### src/pwmt_pkg.sv
/*
 * pwmt_pkg: register map, field layout, reset values and bus codes of the
 * primary pwm time base control block.
 * assumes a 32-bit AXI4-Lite slave with an 8-bit byte address.
 */
package pwmt_pkg;

    localparam int unsigned ADDR_W = 8;
    localparam int unsigned DATA_W = 32;
    localparam int unsigned CNT_W  = 16;

    // byte addresses, one aligned word per register
    localparam logic [7:0] OFF_CTRL     = 8'h00;
    localparam logic [7:0] OFF_PERIOD   = 8'h04;
    localparam logic [7:0] OFF_EVT_CMP  = 8'h08;
    localparam logic [7:0] OFF_COUNT    = 8'h0C;
    localparam logic [7:0] OFF_IRQ_STAT = 8'h10;
    localparam logic [7:0] OFF_IRQ_MASK = 8'h14;

    // control register bit positions
    localparam int unsigned BIT_ENABLE    = 15;
    localparam int unsigned BIT_IDLE_STOP = 13;
    localparam int unsigned BIT_PENDING   = 12;

    // control bits that software may write; 14 and 12 are not
    localparam logic [15:0] CTRL_WR_MASK = 16'hAFFF;
    localparam logic [15:0] CTRL_RST     = 16'h0000;
    localparam logic [15:0] PERIOD_RST   = 16'hFFFF;
    localparam logic [15:0] EVT_CMP_RST  = 16'h0000;

    // sync source codes
    localparam logic [2:0] SRC_INPUT_ONE = 3'h0;
    localparam logic [2:0] SRC_INPUT_TWO = 3'h1;

    // interrupt status and mask layout
    localparam int unsigned IRQ_W        = 3;
    localparam int unsigned IRQ_SPECIAL  = 0;
    localparam int unsigned IRQ_ROLLOVER = 1;
    localparam int unsigned IRQ_SYNC     = 2;
    localparam logic [2:0]  IRQ_RST      = 3'h0;

    localparam logic [1:0] RESP_OKAY   = 2'h0;
    localparam logic [1:0] RESP_SLVERR = 2'h2;

    typedef struct packed {
        logic       module_enable_bit;
        logic       unused_14;
        logic       idle_stop_bit;
        logic       special_event_pending;
        logic       special_event_irq_enable;
        logic       immediate_period_update;
        logic       sync_polarity_invert;
        logic       sync_output_enable;
        logic       ext_sync_enable;
        logic [2:0] sync_source_select;
        logic [3:0] event_postscale;
    } pwmt_ctrl_t;

endpackage

### src/pwmt_top.sv
/*
 * pwmt_top: primary pwm time base control with an AXI4-Lite register slave,
 * time base counter, period buffering, special event postscaler, external
 * sync in and out, and a masked sticky interrupt.
 * assumes cpu_idle comes from logic on aclk; sync inputs are raw pins.
 */
// Notes on behaviour
// - top control bit enables module, reset zero
// - idle-stop bit halts time base in idle
// - special event pending set by hardware, cleared by a write of one to status
// - bit eleven enables special event interrupt
// - period updates immediate or deferred to rollover
// - polarity bit makes sync in/out active-low
// - bit eight enables the sync output
// - bit seven enables external time base sync
// - source field picks sync input; rest reserved
module pwmt_top (
    // clock and reset
    input  wire logic        aclk,
    input  wire logic        aresetn,
    // axi4-lite write address
    input  wire logic [7:0]  s_axi_awaddr,
    input  wire logic        s_axi_awvalid,
    output      logic        s_axi_awready,
    // axi4-lite write data
    input  wire logic [31:0] s_axi_wdata,
    input  wire logic [3:0]  s_axi_wstrb,
    input  wire logic        s_axi_wvalid,
    output      logic        s_axi_wready,
    // axi4-lite write response
    output      logic [1:0]  s_axi_bresp,
    output      logic        s_axi_bvalid,
    input  wire logic        s_axi_bready,
    // axi4-lite read address
    input  wire logic [7:0]  s_axi_araddr,
    input  wire logic        s_axi_arvalid,
    output      logic        s_axi_arready,
    // axi4-lite read data
    output      logic [31:0] s_axi_rdata,
    output      logic [1:0]  s_axi_rresp,
    output      logic        s_axi_rvalid,
    input  wire logic        s_axi_rready,
    // cpu state
    input  wire logic        cpu_idle,
    // sync pins
    input  wire logic        sync_input_one,
    input  wire logic        sync_input_two,
    output      logic        sync_output_one,
    output      logic        sync_output_one_oe,
    // interrupts and status
    output      logic        irq,
    output      logic        special_event_irq,
    output      logic [15:0] tb_count
);

    pwmt_pkg::pwmt_ctrl_t ctrl_reg;
    logic [15:0]          period_buf_reg;
    logic [15:0]          period_act_reg;
    logic [15:0]          evt_cmp_reg;
    logic [15:0]          count_reg;
    logic [3:0]           post_cnt_reg;
    logic [2:0]           irq_stat_reg;
    logic [2:0]           irq_mask_reg;
    logic                 sync_lvl_d_reg;
    logic [1:0]           sync_pins;

    // write channel state
    logic                 have_aw_reg;
    logic                 have_w_reg;
    logic [7:0]           awaddr_reg;
    logic [31:0]          wdata_reg;
    logic [3:0]           wstrb_reg;
    logic                 aw_fire;
    logic                 w_fire;
    logic                 do_write;
    logic                 ar_fire;

    // decoded writes
    logic                 wr_ctrl;
    logic                 wr_period;
    logic                 wr_cmp;
    logic                 wr_stat;
    logic                 wr_mask;
    logic                 wr_hit;

    // time base terms
    logic                 enabled;
    logic                 halted;
    logic                 tick;
    logic                 sync_sel;
    logic                 sync_lvl;
    logic                 sync_hit;
    logic                 rollover;
    logic                 cmp_match;
    logic                 se_fire;
    logic [15:0]          period_wval;

    logic [31:0]          rd_data;
    logic                 rd_err;

    function automatic logic [15:0] merge16(input logic [15:0] old_v, input logic [31:0] d, input logic [3:0] s);
        logic [15:0] r;
        r = old_v;
        if (s[0]) begin
            r[7:0] = d[7:0];
        end
        if (s[1]) begin
            r[15:8] = d[15:8];
        end
        return r;
    endfunction

    pwmt_sync2 #(
        .WIDTH (2)
    ) u_sync_in (
        .aclk     (aclk),
        .aresetn  (aresetn),
        .async_in ({sync_input_two, sync_input_one}),
        .sync_out (sync_pins)
    );

    // bus handshakes
    assign aw_fire  = s_axi_awvalid && s_axi_awready;
    assign w_fire   = s_axi_wvalid && s_axi_wready;
    assign do_write = have_aw_reg && have_w_reg && !s_axi_bvalid;
    assign ar_fire  = s_axi_arvalid && s_axi_arready;

    assign wr_ctrl   = do_write && (awaddr_reg == pwmt_pkg::OFF_CTRL);
    assign wr_period = do_write && (awaddr_reg == pwmt_pkg::OFF_PERIOD);
    assign wr_cmp    = do_write && (awaddr_reg == pwmt_pkg::OFF_EVT_CMP);
    assign wr_stat   = do_write && (awaddr_reg == pwmt_pkg::OFF_IRQ_STAT);
    assign wr_mask   = do_write && (awaddr_reg == pwmt_pkg::OFF_IRQ_MASK);
    assign wr_hit    = wr_ctrl || wr_period || wr_cmp || wr_stat || wr_mask ||
                       (awaddr_reg == pwmt_pkg::OFF_COUNT);

    assign period_wval = merge16(period_buf_reg, wdata_reg, wstrb_reg);

    // time base control terms
    assign enabled = ctrl_reg.module_enable_bit;
    assign halted  = ctrl_reg.idle_stop_bit && cpu_idle;
    assign tick    = enabled && !halted;

    // reserved source codes select nothing
    always_comb begin
        case (ctrl_reg.sync_source_select)
            pwmt_pkg::SRC_INPUT_ONE: sync_sel = sync_pins[0];
            pwmt_pkg::SRC_INPUT_TWO: sync_sel = sync_pins[1];
            default:                 sync_sel = 1'b0;
        endcase
    end

    assign sync_lvl = (sync_sel ^ ctrl_reg.sync_polarity_invert) &&
                      ctrl_reg.sync_source_select <= pwmt_pkg::SRC_INPUT_TWO;
    // restart on the leading edge of an asserted external sync
    assign sync_hit = enabled && ctrl_reg.ext_sync_enable && sync_lvl && !sync_lvl_d_reg;
    // a period shorter than the sync spacing would roll over on its own
    assign rollover  = tick && !sync_hit && (count_reg >= period_act_reg);
    assign cmp_match = tick && (count_reg == evt_cmp_reg);
    assign se_fire   = cmp_match && (post_cnt_reg == ctrl_reg.event_postscale);

    always_ff @(posedge aclk) begin
        if (!aresetn) begin
            sync_lvl_d_reg <= 1'b0;
        end else begin
            sync_lvl_d_reg <= sync_lvl;
        end
    end

    // control register; the pending bit lives in the status register
    always_ff @(posedge aclk) begin
        if (!aresetn) begin
            ctrl_reg <= pwmt_pkg::CTRL_RST;
        end else if (wr_ctrl) begin
            ctrl_reg <= merge16(ctrl_reg, wdata_reg, wstrb_reg) & pwmt_pkg::CTRL_WR_MASK;
        end
    end

    always_ff @(posedge aclk) begin
        if (!aresetn) begin
            evt_cmp_reg <= pwmt_pkg::EVT_CMP_RST;
        end else if (wr_cmp) begin
            evt_cmp_reg <= merge16(evt_cmp_reg, wdata_reg, wstrb_reg);
        end
    end

    // period buffer and active period
    always_ff @(posedge aclk) begin
        if (!aresetn) begin
            period_buf_reg <= pwmt_pkg::PERIOD_RST;
            period_act_reg <= pwmt_pkg::PERIOD_RST;
        end else begin
            if (wr_period) begin
                period_buf_reg <= period_wval;
            end
            if (wr_period && (ctrl_reg.immediate_period_update || !enabled)) begin
                period_act_reg <= period_wval;
            end else if (rollover || !enabled) begin
                period_act_reg <= period_buf_reg;
            end
        end
    end

    // time base counter
    always_ff @(posedge aclk) begin
        if (!aresetn) begin
            count_reg <= '0;
        end else if (!enabled) begin
            count_reg <= '0;
        end else if (sync_hit || rollover) begin
            count_reg <= '0;
        end else if (!halted) begin
            count_reg <= count_reg + 16'h0001;
        end
    end

    // postscaler counts compare matches; meaning of the field is a guess
    always_ff @(posedge aclk) begin
        if (!aresetn || !enabled) begin
            post_cnt_reg <= '0;
        end else if (se_fire) begin
            post_cnt_reg <= '0;
        end else if (cmp_match) begin
            post_cnt_reg <= post_cnt_reg + 4'h1;
        end
    end

    // sticky status, write one to clear, a set in the same cycle wins
    always_ff @(posedge aclk) begin
        if (!aresetn) begin
            irq_stat_reg <= pwmt_pkg::IRQ_RST;
        end else begin
            irq_stat_reg <= (irq_stat_reg & ~(wr_stat ? wdata_reg[2:0] & {3{wstrb_reg[0]}} : 3'h0)) |
                            {sync_hit, rollover, se_fire};
        end
    end

    always_ff @(posedge aclk) begin
        if (!aresetn) begin
            irq_mask_reg <= pwmt_pkg::IRQ_RST;
        end else if (wr_mask && wstrb_reg[0]) begin
            irq_mask_reg <= wdata_reg[2:0];
        end
    end

    always_ff @(posedge aclk) begin
        if (!aresetn) begin
            irq               <= 1'b0;
            special_event_irq <= 1'b0;
            tb_count          <= '0;
        end else begin
            irq               <= |(irq_stat_reg & irq_mask_reg);
            special_event_irq <= irq_stat_reg[pwmt_pkg::IRQ_SPECIAL] &&
                                 ctrl_reg.special_event_irq_enable;
            tb_count          <= count_reg;
        end
    end

    // sync output pulses at rollover; idles at the inactive level
    always_ff @(posedge aclk) begin
        if (!aresetn) begin
            sync_output_one    <= 1'b0;
            sync_output_one_oe <= 1'b0;
        end else begin
            sync_output_one_oe <= ctrl_reg.sync_output_enable;
            sync_output_one    <= (ctrl_reg.sync_output_enable && rollover) ^
                                  ctrl_reg.sync_polarity_invert;
        end
    end

    // write address and data, taken in either order
    always_ff @(posedge aclk) begin
        if (!aresetn) begin
            have_aw_reg   <= 1'b0;
            have_w_reg    <= 1'b0;
            awaddr_reg    <= '0;
            wdata_reg     <= '0;
            wstrb_reg     <= '0;
            s_axi_awready <= 1'b0;
            s_axi_wready  <= 1'b0;
            s_axi_bvalid  <= 1'b0;
            s_axi_bresp   <= pwmt_pkg::RESP_OKAY;
        end else begin
            if (aw_fire) begin
                have_aw_reg   <= 1'b1;
                awaddr_reg    <= s_axi_awaddr;
                s_axi_awready <= 1'b0;
            end else if (!have_aw_reg && !s_axi_bvalid) begin
                s_axi_awready <= 1'b1;
            end else if (s_axi_bvalid && s_axi_bready) begin
                s_axi_awready <= 1'b1;
            end
            if (w_fire) begin
                have_w_reg   <= 1'b1;
                wdata_reg    <= s_axi_wdata;
                wstrb_reg    <= s_axi_wstrb;
                s_axi_wready <= 1'b0;
            end else if (!have_w_reg && !s_axi_bvalid) begin
                s_axi_wready <= 1'b1;
            end else if (s_axi_bvalid && s_axi_bready) begin
                s_axi_wready <= 1'b1;
            end
            if (do_write) begin
                have_aw_reg  <= 1'b0;
                have_w_reg   <= 1'b0;
                s_axi_bvalid <= 1'b1;
                s_axi_bresp  <= wr_hit ? pwmt_pkg::RESP_OKAY : pwmt_pkg::RESP_SLVERR;
            end else if (s_axi_bvalid && s_axi_bready) begin
                s_axi_bvalid <= 1'b0;
            end
        end
    end

    // read mux; the pending bit shows the special event status
    always_comb begin
        rd_data = '0;
        rd_err  = 1'b0;
        case (s_axi_araddr)
            pwmt_pkg::OFF_CTRL: begin
                rd_data[15:0] = ctrl_reg;
                rd_data[pwmt_pkg::BIT_PENDING] = irq_stat_reg[pwmt_pkg::IRQ_SPECIAL];
            end
            pwmt_pkg::OFF_PERIOD:   rd_data[15:0] = period_buf_reg;
            pwmt_pkg::OFF_EVT_CMP:  rd_data[15:0] = evt_cmp_reg;
            pwmt_pkg::OFF_COUNT:    rd_data[15:0] = count_reg;
            pwmt_pkg::OFF_IRQ_STAT: rd_data[2:0]  = irq_stat_reg;
            pwmt_pkg::OFF_IRQ_MASK: rd_data[2:0]  = irq_mask_reg;
            default:                rd_err        = 1'b1;
        endcase
    end

    always_ff @(posedge aclk) begin
        if (!aresetn) begin
            s_axi_arready <= 1'b0;
            s_axi_rvalid  <= 1'b0;
            s_axi_rdata   <= '0;
            s_axi_rresp   <= pwmt_pkg::RESP_OKAY;
        end else if (ar_fire) begin
            s_axi_arready <= 1'b0;
            s_axi_rvalid  <= 1'b1;
            s_axi_rdata   <= rd_data;
            s_axi_rresp   <= rd_err ? pwmt_pkg::RESP_SLVERR : pwmt_pkg::RESP_OKAY;
        end else if (s_axi_rvalid && s_axi_rready) begin
            s_axi_rvalid  <= 1'b0;
            s_axi_arready <= 1'b1;
        end else if (!s_axi_rvalid) begin
            s_axi_arready <= 1'b1;
        end
    end
endmodule

### src/pwmt_sync2.sv
/*
 * pwmt_sync2: two flip-flop level synchroniser, one per bit.
 * assumes the inputs are asynchronous levels from pins.
 */
module pwmt_sync2 #(
    parameter int unsigned WIDTH = 1
) (
    // clock and reset
    input  wire logic             aclk,
    input  wire logic             aresetn,
    // levels
    input  wire logic [WIDTH-1:0] async_in,
    output      logic [WIDTH-1:0] sync_out
);

    logic [WIDTH-1:0] meta_reg;

    // first stage feeds only the second stage
    always_ff @(posedge aclk) begin
        if (!aresetn) begin
            meta_reg <= '0;
            sync_out <= '0;
        end else begin
            meta_reg <= async_in;
            sync_out <= meta_reg;
        end
    end

endmodule

### config.mk
export PLATFORM = sky130hd
export DESIGN_NAME = pwmt_top
export DESIGN_NICKNAME = d
export VERILOG_FILES = /design/src/pwmt_pkg.sv /design/src/pwmt_top.sv /design/src/pwmt_sync2.sv
export SDC_FILE = /design/constraint.sdc
export NUM_CORES = 1
export LEC_CHECK = 0
export ABC_AREA = 1
export BUFFER_PORTS_ARGS = -buffer_cell sky130_fd_sc_hd__buf_2
export CAP_MARGIN = 20
export CORE_UTILIZATION = 57
export CTS_CLUSTER_SIZE = 12
export DETAILED_ROUTE_END_ITERATION = 16
export PLACE_DENSITY = 0.8
export SLEW_MARGIN = 10
export SYNTH_ARGS = -nofsm -noshare
export SYNTH_HDL_FRONTEND = slang
export SYNTH_SLANG_ARGS = --single-unit
### constraint.sdc
create_clock -name aclk -period 2.7 [get_ports aclk]
set_clock_uncertainty 0.15 [all_clocks]
set_input_delay 0.54 -clock aclk [delete_from_list [all_inputs] [get_ports aclk]]
set_output_delay 0.54 -clock aclk [all_outputs]
set_load 0.005 [all_outputs]
After elaboration in Yosys (flattened, before gate mapping)
Cells that the tools add are included.
- register bits: 166
- bits of input ports: 62
- output and inout bits: 61
- word-level logic and storage cells: 149
- $add $sub $neg: 2
- order comparisons: 2
- equality and inequality tests: 14
- muxes and demuxes: 19
- bitwise operators: 9
- reductions and logical operators: 65
- operator list (cell ; count):
    $pmux W13 S4 ; 1
    $eq A8 B4 Y1 const B ; 4
    $eq A8 B5 Y1 const B ; 4
    $mux W16 ; 2
    $logic_and A1 B1 Y1 ; 28
    $pmux W3 S6 ; 1
    $add A16 B1 Y16 const B ; 1
    $eq A16 B16 Y1 ; 1
    $eq A8 B3 Y1 const B ; 2
    $ge A16 B16 Y1 ; 1
    $logic_not A8 Y1 ; 2
    $mux W8 ; 2
    $reduce_bool A2 Y1 ; 5
    $reduce_or A2 Y1 ; 5
    $and A3 B3 Y3 ; 3
    $logic_or A1 B1 Y1 ; 9
    $mux W1 ; 9
    $logic_not A1 Y1 ; 8
    $reduce_and A2 Y1 ; 4
    $reduce_or A3 Y1 ; 2
    $reduce_or A6 Y1 ; 1
    $add A4 B1 Y4 const B ; 1
    $eq A4 B4 Y1 ; 1
    $mux W2 ; 2
    other kinds (10) ; 12

Logic depth before layout (Yosys ltp)
Gate-level depths: netlist of the first run.
- word-level depth: 12
- depth in mapped cells: 16
- gate-level depth less buffers: 15

Modules after synthesis
A second synthesis of the first run with hierarchy kept.
- cell total of the unflattened synthesis: 1083
- area, all modules: 7888.8 um^2
- by module, submodules not included (module ; times used ; cells each ; area an instance (um^2) ; sequential area each (um^2)):
    pwmt_top ; 1 ; 1071 ; 7778.7 ; 3203.1
    pwmt_sync2 ; 1 ; 12 ; 110.1 ; 80.1

Worst setup path before layout of the first run
No wires, ideal clock.
- path kind: register to register
- start point: reg count_reg[5]
- end point: reg period_act_reg[11]
- library setup time: 0.134 ns
- arrival time: 1.601 ns
- data required time: 2.416 ns
- path slack: 0.815 ns
- cell stages (with the launch flop): 15
- buffers on the path: 1
- period minus slack after synthesis: 1.885 ns
- cells stage by stage: dfxtp_1 ha_1 nand2_1 inv_1 nand2_1 nor2_1 nor2_1 nand2_1 nand2_1 nand2_1 nand2_4 nand2_4 buf_8 nand2_1 nand3_1
- cells in the longest elaborated chain, start to end: 4
- RTL lines (what ; line ; text):
    from (decl) ; pwmt_top.sv:60 ; logic [15:0] count_reg;
    from (signal assigned) ; pwmt_top.sv:212 ; count_reg <= count_reg + 16'h0001;
    $ge A16 B16 Y1 ; pwmt_top.sv:157 ; assign rollover = tick && !sync_hit && (count_reg >= period_act_reg);
    $logic_and A1 B1 Y1 ; pwmt_top.sv:157 ;
    $logic_or A1 B1 Y1 ; pwmt_top.sv:197 ; end else if (rollover || !enabled) begin
    $reduce_bool A2 Y1 (no source line) ; -- ;
    to (signal assigned) ; pwmt_top.sv:190 ; period_act_reg <= pwmt_pkg::PERIOD_RST;
    to (signal assigned) ; pwmt_top.sv:196 ; period_act_reg <= period_wval;
    to (signal assigned) ; pwmt_top.sv:198 ; period_act_reg <= period_buf_reg;
    to (decl) ; pwmt_top.sv:58 ; logic [15:0] period_act_reg;
Every way passes these cells.
A chain may end at the register's enable or synchronous reset.

Final worst setup path of the first run
- start point: reg count_reg[0]
- end point: reg period_act_reg[10]
The elaborated chain is that of the path after synthesis.

==> results of run 1 <==
## final cells by class
| class | count | share of cell area [%] |
|---|---|---|
| Timing Repair Buffer | 105 | 6.43 |
| Multi-Input combinational cell | 711 | 40.8 |
| Sequential cell | 164 | 36.9 |
| Clock buffer | 23 | 5.70 |
| Tap cell | 176 | 2.47 |
| Clock inverter | 9 | 1.38 |
| Inverter | 151 | 6.36 |
## kinds of logic (layout without fill, tap and decap cells)
| kind of cell | Yosys count | in the layout | share of synthesized area [%] |
|---|---|---|---|
| flops | 164 | 164 | 42.2 |
| mux | 1 | 1 | 0.129 |
| buf+inv | 212 | 288 | 11.9 |
| fa+ha+maj | 18 | 18 | 2.89 |
| xor+xnor | 28 | 28 | 3.15 |
| simple gates | 413 | 413 | 23.0 |
| other cells | 1 | 18 | 0.0482 |
| compound gates | 233 | 233 | 16.7 |
## where the power goes
part / internal [W] / switching [W] / total (W) / leakage (nW)
clock network: 0.00159 / 0.000945 / 0.00254 / 0.315
registers: 0.00247 / 0.0000429 / 0.00251 / 1.33
logic: 0.0000902 / 0.000167 / 0.000257 / 2.64
total: 0.00415 / 0.00116 / 0.00531 / 4.28
## layer usage
metal,up-vias,track usage (%),part of all wire (%)
met5,-,0,0
met4,0,12.3,3.0
met3,48,5.65,7.9
met2,326,44.7,45
met1,3217,38.1,44
li1,3592,-,-
## worst min-delay path, stage by stage
cell and delay, ps:
buf_2 70, nand2_1 40, inv_1 40
## worst max-delay path by stage
stage	slack (ps)	cells past startpoint	end
after global placement	410	11	count_reg[12]
after floorplan	820	14	period_act_reg[11]
after CTS	370	11	count_reg[12]
after detailed placement	390	12	period_act_reg[10]
after global routing	160	11	count_reg[13]
final	310	12	period_act_reg[10]
## cells in the mapped netlist (2+ instances only)
| library cell | count |
|---|---|
| a211oi_1 | 5 |
| a21oi_1 | 62 |
| buf_2 | 10 |
| buf_4 | 21 |
| buf_6 | 4 |
| clkbuf_1 | 23 |
| dfxtp_1 | 164 |
| ha_1 | 18 |
| inv_1 | 144 |
| inv_2 | 7 |
| nand2_1 | 206 |
| nand2_2 | 4 |
| nand2_4 | 2 |
| nand3_1 | 57 |
| nand3b_1 | 3 |
| nand4_1 | 13 |
| nor2_1 | 99 |
| nor2_2 | 8 |
| nor2_4 | 3 |
| nor3_1 | 11 |
| nor3_2 | 2 |
| o211ai_1 | 19 |
| o21a_1 | 2 |
| o21ai_0 | 104 |
| o21ai_1 | 7 |
| o22ai_1 | 28 |
| xnor2_1 | 10 |
| xor2_1 | 18 |
## through the flow
stage	cell area, um2	cells
final	8910	1339
after global routing	8910	1339
after CTS	8910	1339
after detailed placement	8280	1307
after global placement	8280	1307
after floorplan	7850	1087
==> run_results.csv, run 1 <==
group,metric,value,unit
run_status,status,"complete, no violations",
finish,syn_to_final_growth,14.5,%
cts,cts_tree,"yes",
critical_path,path_buf_inv,1,
synthesis,synth-edff-count,0,
finish,nFillCells,1157,
finish,multi_input_area,3630,um2
cts,cts_buffers,17,
floorplanning,rows,42,
critical_path,cpLargestDelayFamily,"simple AND/OR/NAND/NOR gates",
floorplanning,initial_core_util,58.5,%
cts,ctsHtreeMaxLevel,4,
sta,maxSlewViolCount,0,
critical_path,cp_max_fo,19,
placement,dp_slack,386,ps
grt,grt_pass1_vias,6332,
grt,grt_max_degree,62,
min_path,worst_hold_path_type,"in -> reg",
sta,rsz0062_at_grt,"false",
cts,cts_resized,0,
drt,drc,0,
critical_path,crit_path_frequent_cell,"nand2_1",
drt,ant_nets,0,
grt,grt_overflow,0,
floorplanning,dieArea,14100,um2
finish,seqCellArea,3280,um2
floorplanning,ios,123,
synthesis,ys_types,44,
cts,cts_sinks,164,
floorplanning,core,13300,um2
placement,place_congestion,0.879,
sta,relSlewSlack,58.0,%
floorplanning,dieWidth,119,um
cts,clkLatencyLatePin,440,ps
grt,grt_usage,28.5,%
finish,diodes,0,
synthesis,synth_flop_cell,"dfxtp_1",
critical_path,worst_ep_required_time,2840,ps
critical_path,r2r_cells,12,
floorplanning,fp.dieH,119,um
cts,cts_buffer_depth,2,
finish,drive_gt1_share,14.6,%
sta,period_minus_slack,2390,ps
min_path,hold_start,"sync_input_two",
critical_path,critical_path.startpoint,"count_reg[0]",
min_path,min_to,"u_sync_in.meta_reg[1]",
drt,drt_pass1_iterations,6,
critical_path,startpoint_type,"flop",
synthesis,ys_top_cells_by_area,"dfxtp_1, nand2_1, inv_1",
synthesis,syn_area,7780,um2
finish,layout_common_cells,"nand2_1, dfxtp_1, inv_1, o21ai_0, nor2_1",
critical_path,worstPathCellList,"inv_1, ha_1, nand4_1, nor2_1, nor2_1, nand2_1, nand2_1, nand2_1, nand2_4, nand2_4, nand2_1, nand3_1",
synthesis,yosys_warnings,0,
critical_path,path_class,"reg -> reg",
critical_path,r2r_end,"period_act_reg[10]",
placement,portBuffers,86,
placement,hpwl,14200,um
sta,max_freq,419,MHz
sta,period_share,88.5,%
grt,grt_antenna_before_repair,0,
drt,vias_per_cell,5.36,
synthesis,synthCells,1070,
synthesis,async_reset_ff_share,0,%
critical_path,reg2reg_slack,310,ps
drt,routed_wl,19900,um
synthesis,netlist.area_leader.share,42.2,%
min_path,hold_depth,3,
power,finalPower,0.00531,W
drt,routedWlPerCell,14.8,um
sta,hold_viol,0,
cts,post_cts_buffers,0,
cts,cts-root-buf,"clkbuf_16",
finish,nNetsFinal,1230,
sta,timing.final.ws_setup,311,ps
power,peakVddDrop,472,uV
finish,fin_util,67.0,%
synthesis,ys_seq_area_share,42.2,%
critical_path,crit_path_end_kind,"flop",
power,powerDensity,596,nW/um2
cts,clkTransAtPathRegs,60,ps
sta,final-setup-viol-count,0,
power,p_leak,4.28,nW
synthesis,yosysTopAreaCell,"dfxtp_1",
synthesis,ys_ff_latch,164,
sta,timing.hold.ws,135,ps
drt,vias,7183,
critical_path,cp.arrival,2530,ps
cts,holdBufCountCts,0,
critical_path,cp_slowest_cell,"dfxtp_1",
critical_path,r2r_start,"count_reg[0]",
finish,layout_commonest_cell,"nand2_1",
synthesis,postSynthAreaPerCell,7.27,um2
grt,grt_pass1_wl,31300,um
critical_path,slowest_delay,420,ps
drt,drt_iter0_drc,774,
sta,tightest_slew,629,ps
sta,finalSetupTns,0,ps
run,drv_cap,0,
Note: power is estimated with default switching activity, not from simulation.
==> run 2: changes to the inputs <==
- BUFFER_PORTS_ARGS: -buffer_cell sky130_fd_sc_hd__buf_2 -> -buffer_cell sky130_fd_sc_hd__clkbuf_2
- CORE_UTILIZATION: 57 -> 59
- CTS_BUF_LIST: unset -> sky130_fd_sc_hd__clkbuf_4 sky130_fd_sc_hd__clkbuf_8
- PLACE_DENSITY: 0.8 -> 0.83
==> run_results.csv, run 2 (synthesized netlist as in run 1, its figures left out) <==
group,metric,value,unit
cts,cts-root-buf,"clkbuf_8",
placement,dpl-instance-area,8280,um2
cts,cts_buffers,17,
power,peakVddDrop,368,uV
sta,tightest_slew,620,ps
placement,dp_slack,445,ps
finish,layout_commonest_cell,"nand2_1",
finish,design_area,8740,um2
floorplanning,ios,123,
floorplanning,initial_core_util,61.2,%
critical_path,path_class,"reg -> reg",
cts,cts_tree,"yes",
sta,finalSetupTns,0,ps
floorplanning,dieWidth,117,um
floorplanning,fp.dieH,117,um
sta,timing.final.ws_setup,445,ps
grt,grt_overflow,0,
floorplanning,core,12700,um2
power,powerDensity,553,nW/um2
placement,hpwl,14000,um
critical_path,crit_path_end,"count_reg[11]",
sta,rsz0062_at_grt,"false",
floorplanning,rows,41,
drt,routed_wl,19100,um
sta,period_minus_slack,2250,ps
critical_path,cp.arrival,2490,ps
critical_path,startpoint_type,"flop",
cts,clkLatencyLatePin,470,ps
sta,relSlewSlack,58.6,%
sta,final-setup-viol-count,0,
floorplanning,dieArea,13700,um2
grt,grt_max_degree,113,
grt,grt_pass1_vias,6267,
sta,hold_viol,0,
drt,drc,0,
run_status,status,"complete, no violations",
critical_path,cp_max_fo,16,
critical_path,r2r_cells,8,
critical_path,crit_path_end_kind,"flop",
drt,ant_nets,0,
finish,layout_common_cells,"nand2_1, dfxtp_1, inv_1, o21ai_0, nor2_1",
grt,grt_pass1_wl,30900,um
critical_path,worst_ep_required_time,2930,ps
cts,holdBufCountCts,0,
drt,vias,7129,
critical_path,critical_path.startpoint,"count_reg[15]",
finish,nNetsFinal,1229,
drt,routedWlPerCell,14.4,um
sta,period_share,83.5,%
cts,ctsHtreeMaxLevel,4,
cts,cts_resized,0,
sta,maxSlewViolCount,0,
grt,grt_usage,30.0,%
placement,place_congestion,0.919,
run,drv_cap,0,
drt,vias_per_cell,5.35,
sta,max_freq,443,MHz
finish,syn_to_final_growth,12.3,%
cts,post_cts_buffers,0,
critical_path,r2r_end,"count_reg[11]",
critical_path,r2r_start,"count_reg[15]",
min_path,worst_hold_path_type,"in -> reg",
cts,cts_sinks,164,
power,p_leak,4.18,nW
finish,drive_gt1_share,14.5,%
drt,drt_iter0_drc,793,
cts,cts_buffer_depth,2,
finish,diodes,0,
grt,grt_antenna_before_repair,0,
cts,clkTransAtPathRegs,80,ps
critical_path,reg2reg_slack,450,ps
drt,drt_pass1_iterations,5,
placement,portBuffers,86,
-- run 2: cell types whose count changed in the layout (fill, tap and decap cells not counted) --
cell,previous run,this run
buf_4,19,17
buf_12,0,1
buf_2,86,1
clkinv_2,5,4
clkbuf_8,6,17
clkbuf_4,0,3
clkbuf_2,0,85
bufinv_16,3,6
clkbuf_16,17,0
-- run 2: layout make-up --
| class | instances | area, um2 |
|---|---|---|
| flip-flops and latches | 164 | 3280 |
| clock buffers | 20 | 256 |
| clock inverters | 11 | 208 |
| multi-input cells | 711 | 3630 |
| repair buffers | 104 | 578 |
| well taps | 172 | 215 |
| inverters | 151 | 567 |
| fillers | 1110 | 3980 |
-- run 2: where the power goes --
| group | total, W | internal, W | switching [W] |
|---|---|---|---|
| logic | 0.000258 | 0.0000914 | 0.000167 |
| registers | 0.00251 | 0.00246 | 0.0000432 |
| clock network | 0.00207 | 0.00121 | 0.000856 |
| total | 0.00483 | 0.00377 | 0.00107 |
-- run 2: how the worst min path moves through the flow --
stage / slack (ps) / from / cells after the start / endpoint
2_1_floorplan: 240 / u_sync_in.meta_reg[0] / 2 / u_sync_in.sync_out[0]
3_5_place_dp: 250 / u_sync_in.meta_reg[0] / 2 / u_sync_in.sync_out[0]
6_report: 110 / sync_input_one / 3 / u_sync_in.meta_reg[0]
3_3_place_gp: 240 / u_sync_in.meta_reg[1] / 2 / u_sync_in.sync_out[1]
4_1_cts: 80 / sync_input_one / 3 / u_sync_in.meta_reg[0]
5_1_grt: 100 / sync_input_two / 3 / u_sync_in.meta_reg[1]
-- run 2: per-stage QoR --
step           instances  hold WS (ps)  util (%)  power (W)
6_report            1333           107      68.7    0.00483
5_1_grt             1333           105      68.7    0.00500
4_1_cts             1333          84.2      68.7    0.00485
3_5_place_dp        1302           247      65.0    0.00282
3_3_place_gp        1302           245      65.0    0.00281
2_1_floorplan       1087           240         -    0.00274
-- run 2: critical path: stages (launching register included) --
cell	delay, ps
dfxtp_1	490
ha_1	300
a21oi_1	130
o21ai_0	90
a21oi_1	130
nand2_1	180
nand2_4	230
nand3_4	240
a21oi_1	220
-- run 2: layer usage --
layer	GRT usage, %	wire [um]
met1	39.6	8410
met4	12.9	582
met3	7.26	1580
met2	46.8	8570
met5	0	0
==> run 3: changes to the inputs <==
- ABC_AREA: 1 -> 0
- CORE_UTILIZATION: 59 -> 58
- PLACE_DENSITY: 0.83 -> 0.82
- clock period: 2.7 -> 2.3 ns (I/O delays scaled with it)
==> run_results.csv, run 3 <==
group,metric,value,unit
synthesis,yosys_warnings,0,
synthesis,synth.most_common_cell,"dfxtp_1",
cts,cts-root-buf,"clkbuf_8",
grt,grt_overflow,0,
synthesis,ys_top_cells_by_area,"dfxtp_1, mux2i_1, nand2_1",
placement,place_congestion,0.936,
sta,timing.hold.ws,42.1,ps
cts,cts_buffer_depth,2,
critical_path,startpoint_type,"flop",
cts,clkTransAtPathRegs,80,ps
sta,tightest_slew,669,ps
placement,dp_cells,1074,
synthesis,netlist.area_leader.share,44.8,%
sta,final-setup-viol-count,34,
finish,nNetsFinal,1013,
placement,hpwl,13400,um
placement,dpl-instance-area,8140,um2
drt,drc,0,
sta,finalSetupTns,-3500,ps
finish,nFillCells,902,
placement,portBuffers,86,
sta,relSlewSlack,55.4,%
cts,holdBufCountCts,0,
synthesis,synth-compound-area-share,12.6,%
grt,grt_usage,30.0,%
sta,period_minus_slack,2450,ps
critical_path,path_class,"reg -> reg",
finish,design_area,8830,um2
critical_path,worst_ep_required_time,2560,ps
synthesis,synth-edff-count,0,
floorplanning,fp.dieH,114,um
sta,timing.final.ws_setup,-149,ps
floorplanning,dieArea,13100,um2
finish,drive_gt1_share,23.7,%
drt,ant_nets,0,
critical_path,cp.arrival,2710,ps
synthesis,synthSimpleGateAreaFrac,19.4,%
finish,stdcell_count,1114,
critical_path,slowest_delay,430,ps
floorplanning,initial_core_util,60.3,%
synthesis,ys_types,52,
min_path,worst_hold_path_type,"in -> reg",
sta,hold_viol,0,
sta,period_share,106,%
floorplanning,rows,40,
floorplanning,core,12200,um2
critical_path,r2r_start,"count_reg[15]",
synthesis,synth_top_family_by_area,"simple AND/OR/NAND/NOR gates",
critical_path,worstPathCellList,"ha_4, nand4_1, buf_4, nor3_4, a211oi_4, a211oi_4, buf_12, or3_4, buf_8, nor2_4",
synthesis,postSynthAreaPerCell,8.93,um2
synthesis,netlist_top_cells_count,"dfxtp_1, nand2_1, nor2_1",
drt,drt_pass1_iterations,5,
sta,rsz0062_at_grt,"true",
finish,seqCellArea,3300,um2
power,peakVddDrop,376,uV
synthesis,synth_flop_cell,"dfxtp_1",
grt,grt_pass1_wl,29500,um
drt,routed_wl,19600,um
critical_path,critical_path.startpoint,"count_reg[15]",
critical_path,cp_max_fo,8,
finish,layout_common_cells,"dfxtp_1, nand2_1, clkbuf_2, nor2_1, mux2i_1",
synthesis,yosysTopAreaCell,"dfxtp_1",
synthesis,muxShareOfSynthArea,10.1,%
grt,grt_antenna_before_repair,0,
run,drv_cap,0,
sta,max_freq,408,MHz
synthesis,ys_ff_latch,164,
drt,routedWlPerCell,17.6,um
critical_path,cpLargestDelayFamily,"simple AND/OR/NAND/NOR gates",
grt,grt_max_degree,42,
finish,diodes,0,
min_path,hold_start,"sync_input_one",
run_status,violations,"negative setup slack",
drt,drt_iter0_drc,670,
critical_path,path_buf_inv,3,
synthesis,synth_fa_ha_area_share,3.07,%
critical_path,cp_slowest_cell,"dfxtp_1",
cts,ctsHtreeMaxLevel,4,
critical_path,crit_path_frequent_cell,"a211oi_4",
synthesis,syn_area,7330,um2
power,p_leak,4.02,nW
run_status,status,"finished with violations",
finish,multi_input_area,3900,um2
cts,cts_sinks,164,
synthesis,async_reset_ff_share,0,%
finish,fin_util,72.6,%
sta,maxSlewViolCount,0,
grt,grt_pass1_vias,5694,
cts,cts_tree,"yes",
drt,vias,6382,
synthesis,ys_seq_area_share,44.8,%
cts,clkLatencyLatePin,470,ps
floorplanning,dieWidth,114,um
cts,cts_buffers,17,
power,powerDensity,576,nW/um2
synthesis,synthCells,821,
finish,syn_to_final_growth,20.4,%
drt,vias_per_cell,5.73,
finish,layout_commonest_cell,"dfxtp_1",
critical_path,crit_path_end_kind,"flop",
floorplanning,ios,123,
synthesis,synth-xor-area-share,4.18,%
run 3: cell types whose count changed in the layout (fill, tap and decap cells not counted), sizes merged, moves of 37 or more:
| cell | delta |
|---|---|
| inv | -130 |
| nand2 | -109 |
| o21ai | -75 |
| mux2i | +72 |
| nand3 | -50 |
| buf | +37 |
run 3: cell type report:
| cell class | count | area share (%) |
|---|---|---|
| clock buffers | 22 | 3.36 |
| clock inverters | 10 | 0.822 |
| inverters | 19 | 0.836 |
| multi-input cells | 588 | 44.2 |
| flip-flops and latches | 164 | 37.3 |
| well taps | 168 | 2.38 |
| repair buffers | 143 | 11.1 |
run 3: per-layer routing:
metal / GRT usage (%) / share of wire (%) / up-vias / wire length, um
met1: 41.0 / 42 / 2981 / 8310
met4: 13.4 / 3.6 / 0 / 711
met2: 45.6 / 45 / 312 / 8860
li1: - / - / 3028 / -
met3: 6.30 / 8.9 / 61 / 1740
met5: 0 / 0 / - / 0
run 3: kinds of logic after synthesis:
group           Yosys count
xor+xnor                 35
flops                   164
compound gates          145
simple gates            298
mux                      74
buf+inv                  86
other cells               1
fa+ha+maj                18
run 3: what timing repair did:
| item | CTS | global route |
|---|---|---|
| endpoints found under the setup margin | 34 | 45 |
| gates resized for setup | 29 | 21 |
| pin swaps | 8 | 6 |
| gates cloned | 2 | 1 |
| buffers inserted | 3 | 3 |
run 3: through the flow:
step                setup WS (ps)  total power (W)
detailed placement           -186          0.00321
floorplan                   -13.9          0.00313
finish                       -149          0.00508
global route                 -234          0.00528
CTS                         -59.7          0.00509
global placement             -138          0.00321
run 3: power by group:
part / leakage, nW / internal [W] / switching (W)
Clock: 0.185 / 0.000877 / 0.00106
Combinational: 2.51 / 0.0000916 / 0.000140
Sequential: 1.32 / 0.00288 / 0.0000431
Total: 4.02 / 0.00384 / 0.00124
run 3: final timing paths:
kind	depth (start not counted)	endpoint	slack (ps)
worst max register to register	10	count_reg[12]	-150
worst min-delay path	2	u_sync_in.meta_reg[0]	40
worst max-delay path	10	count_reg[12]	-150
worst min register to register	1	u_sync_in.sync_out[1]	290
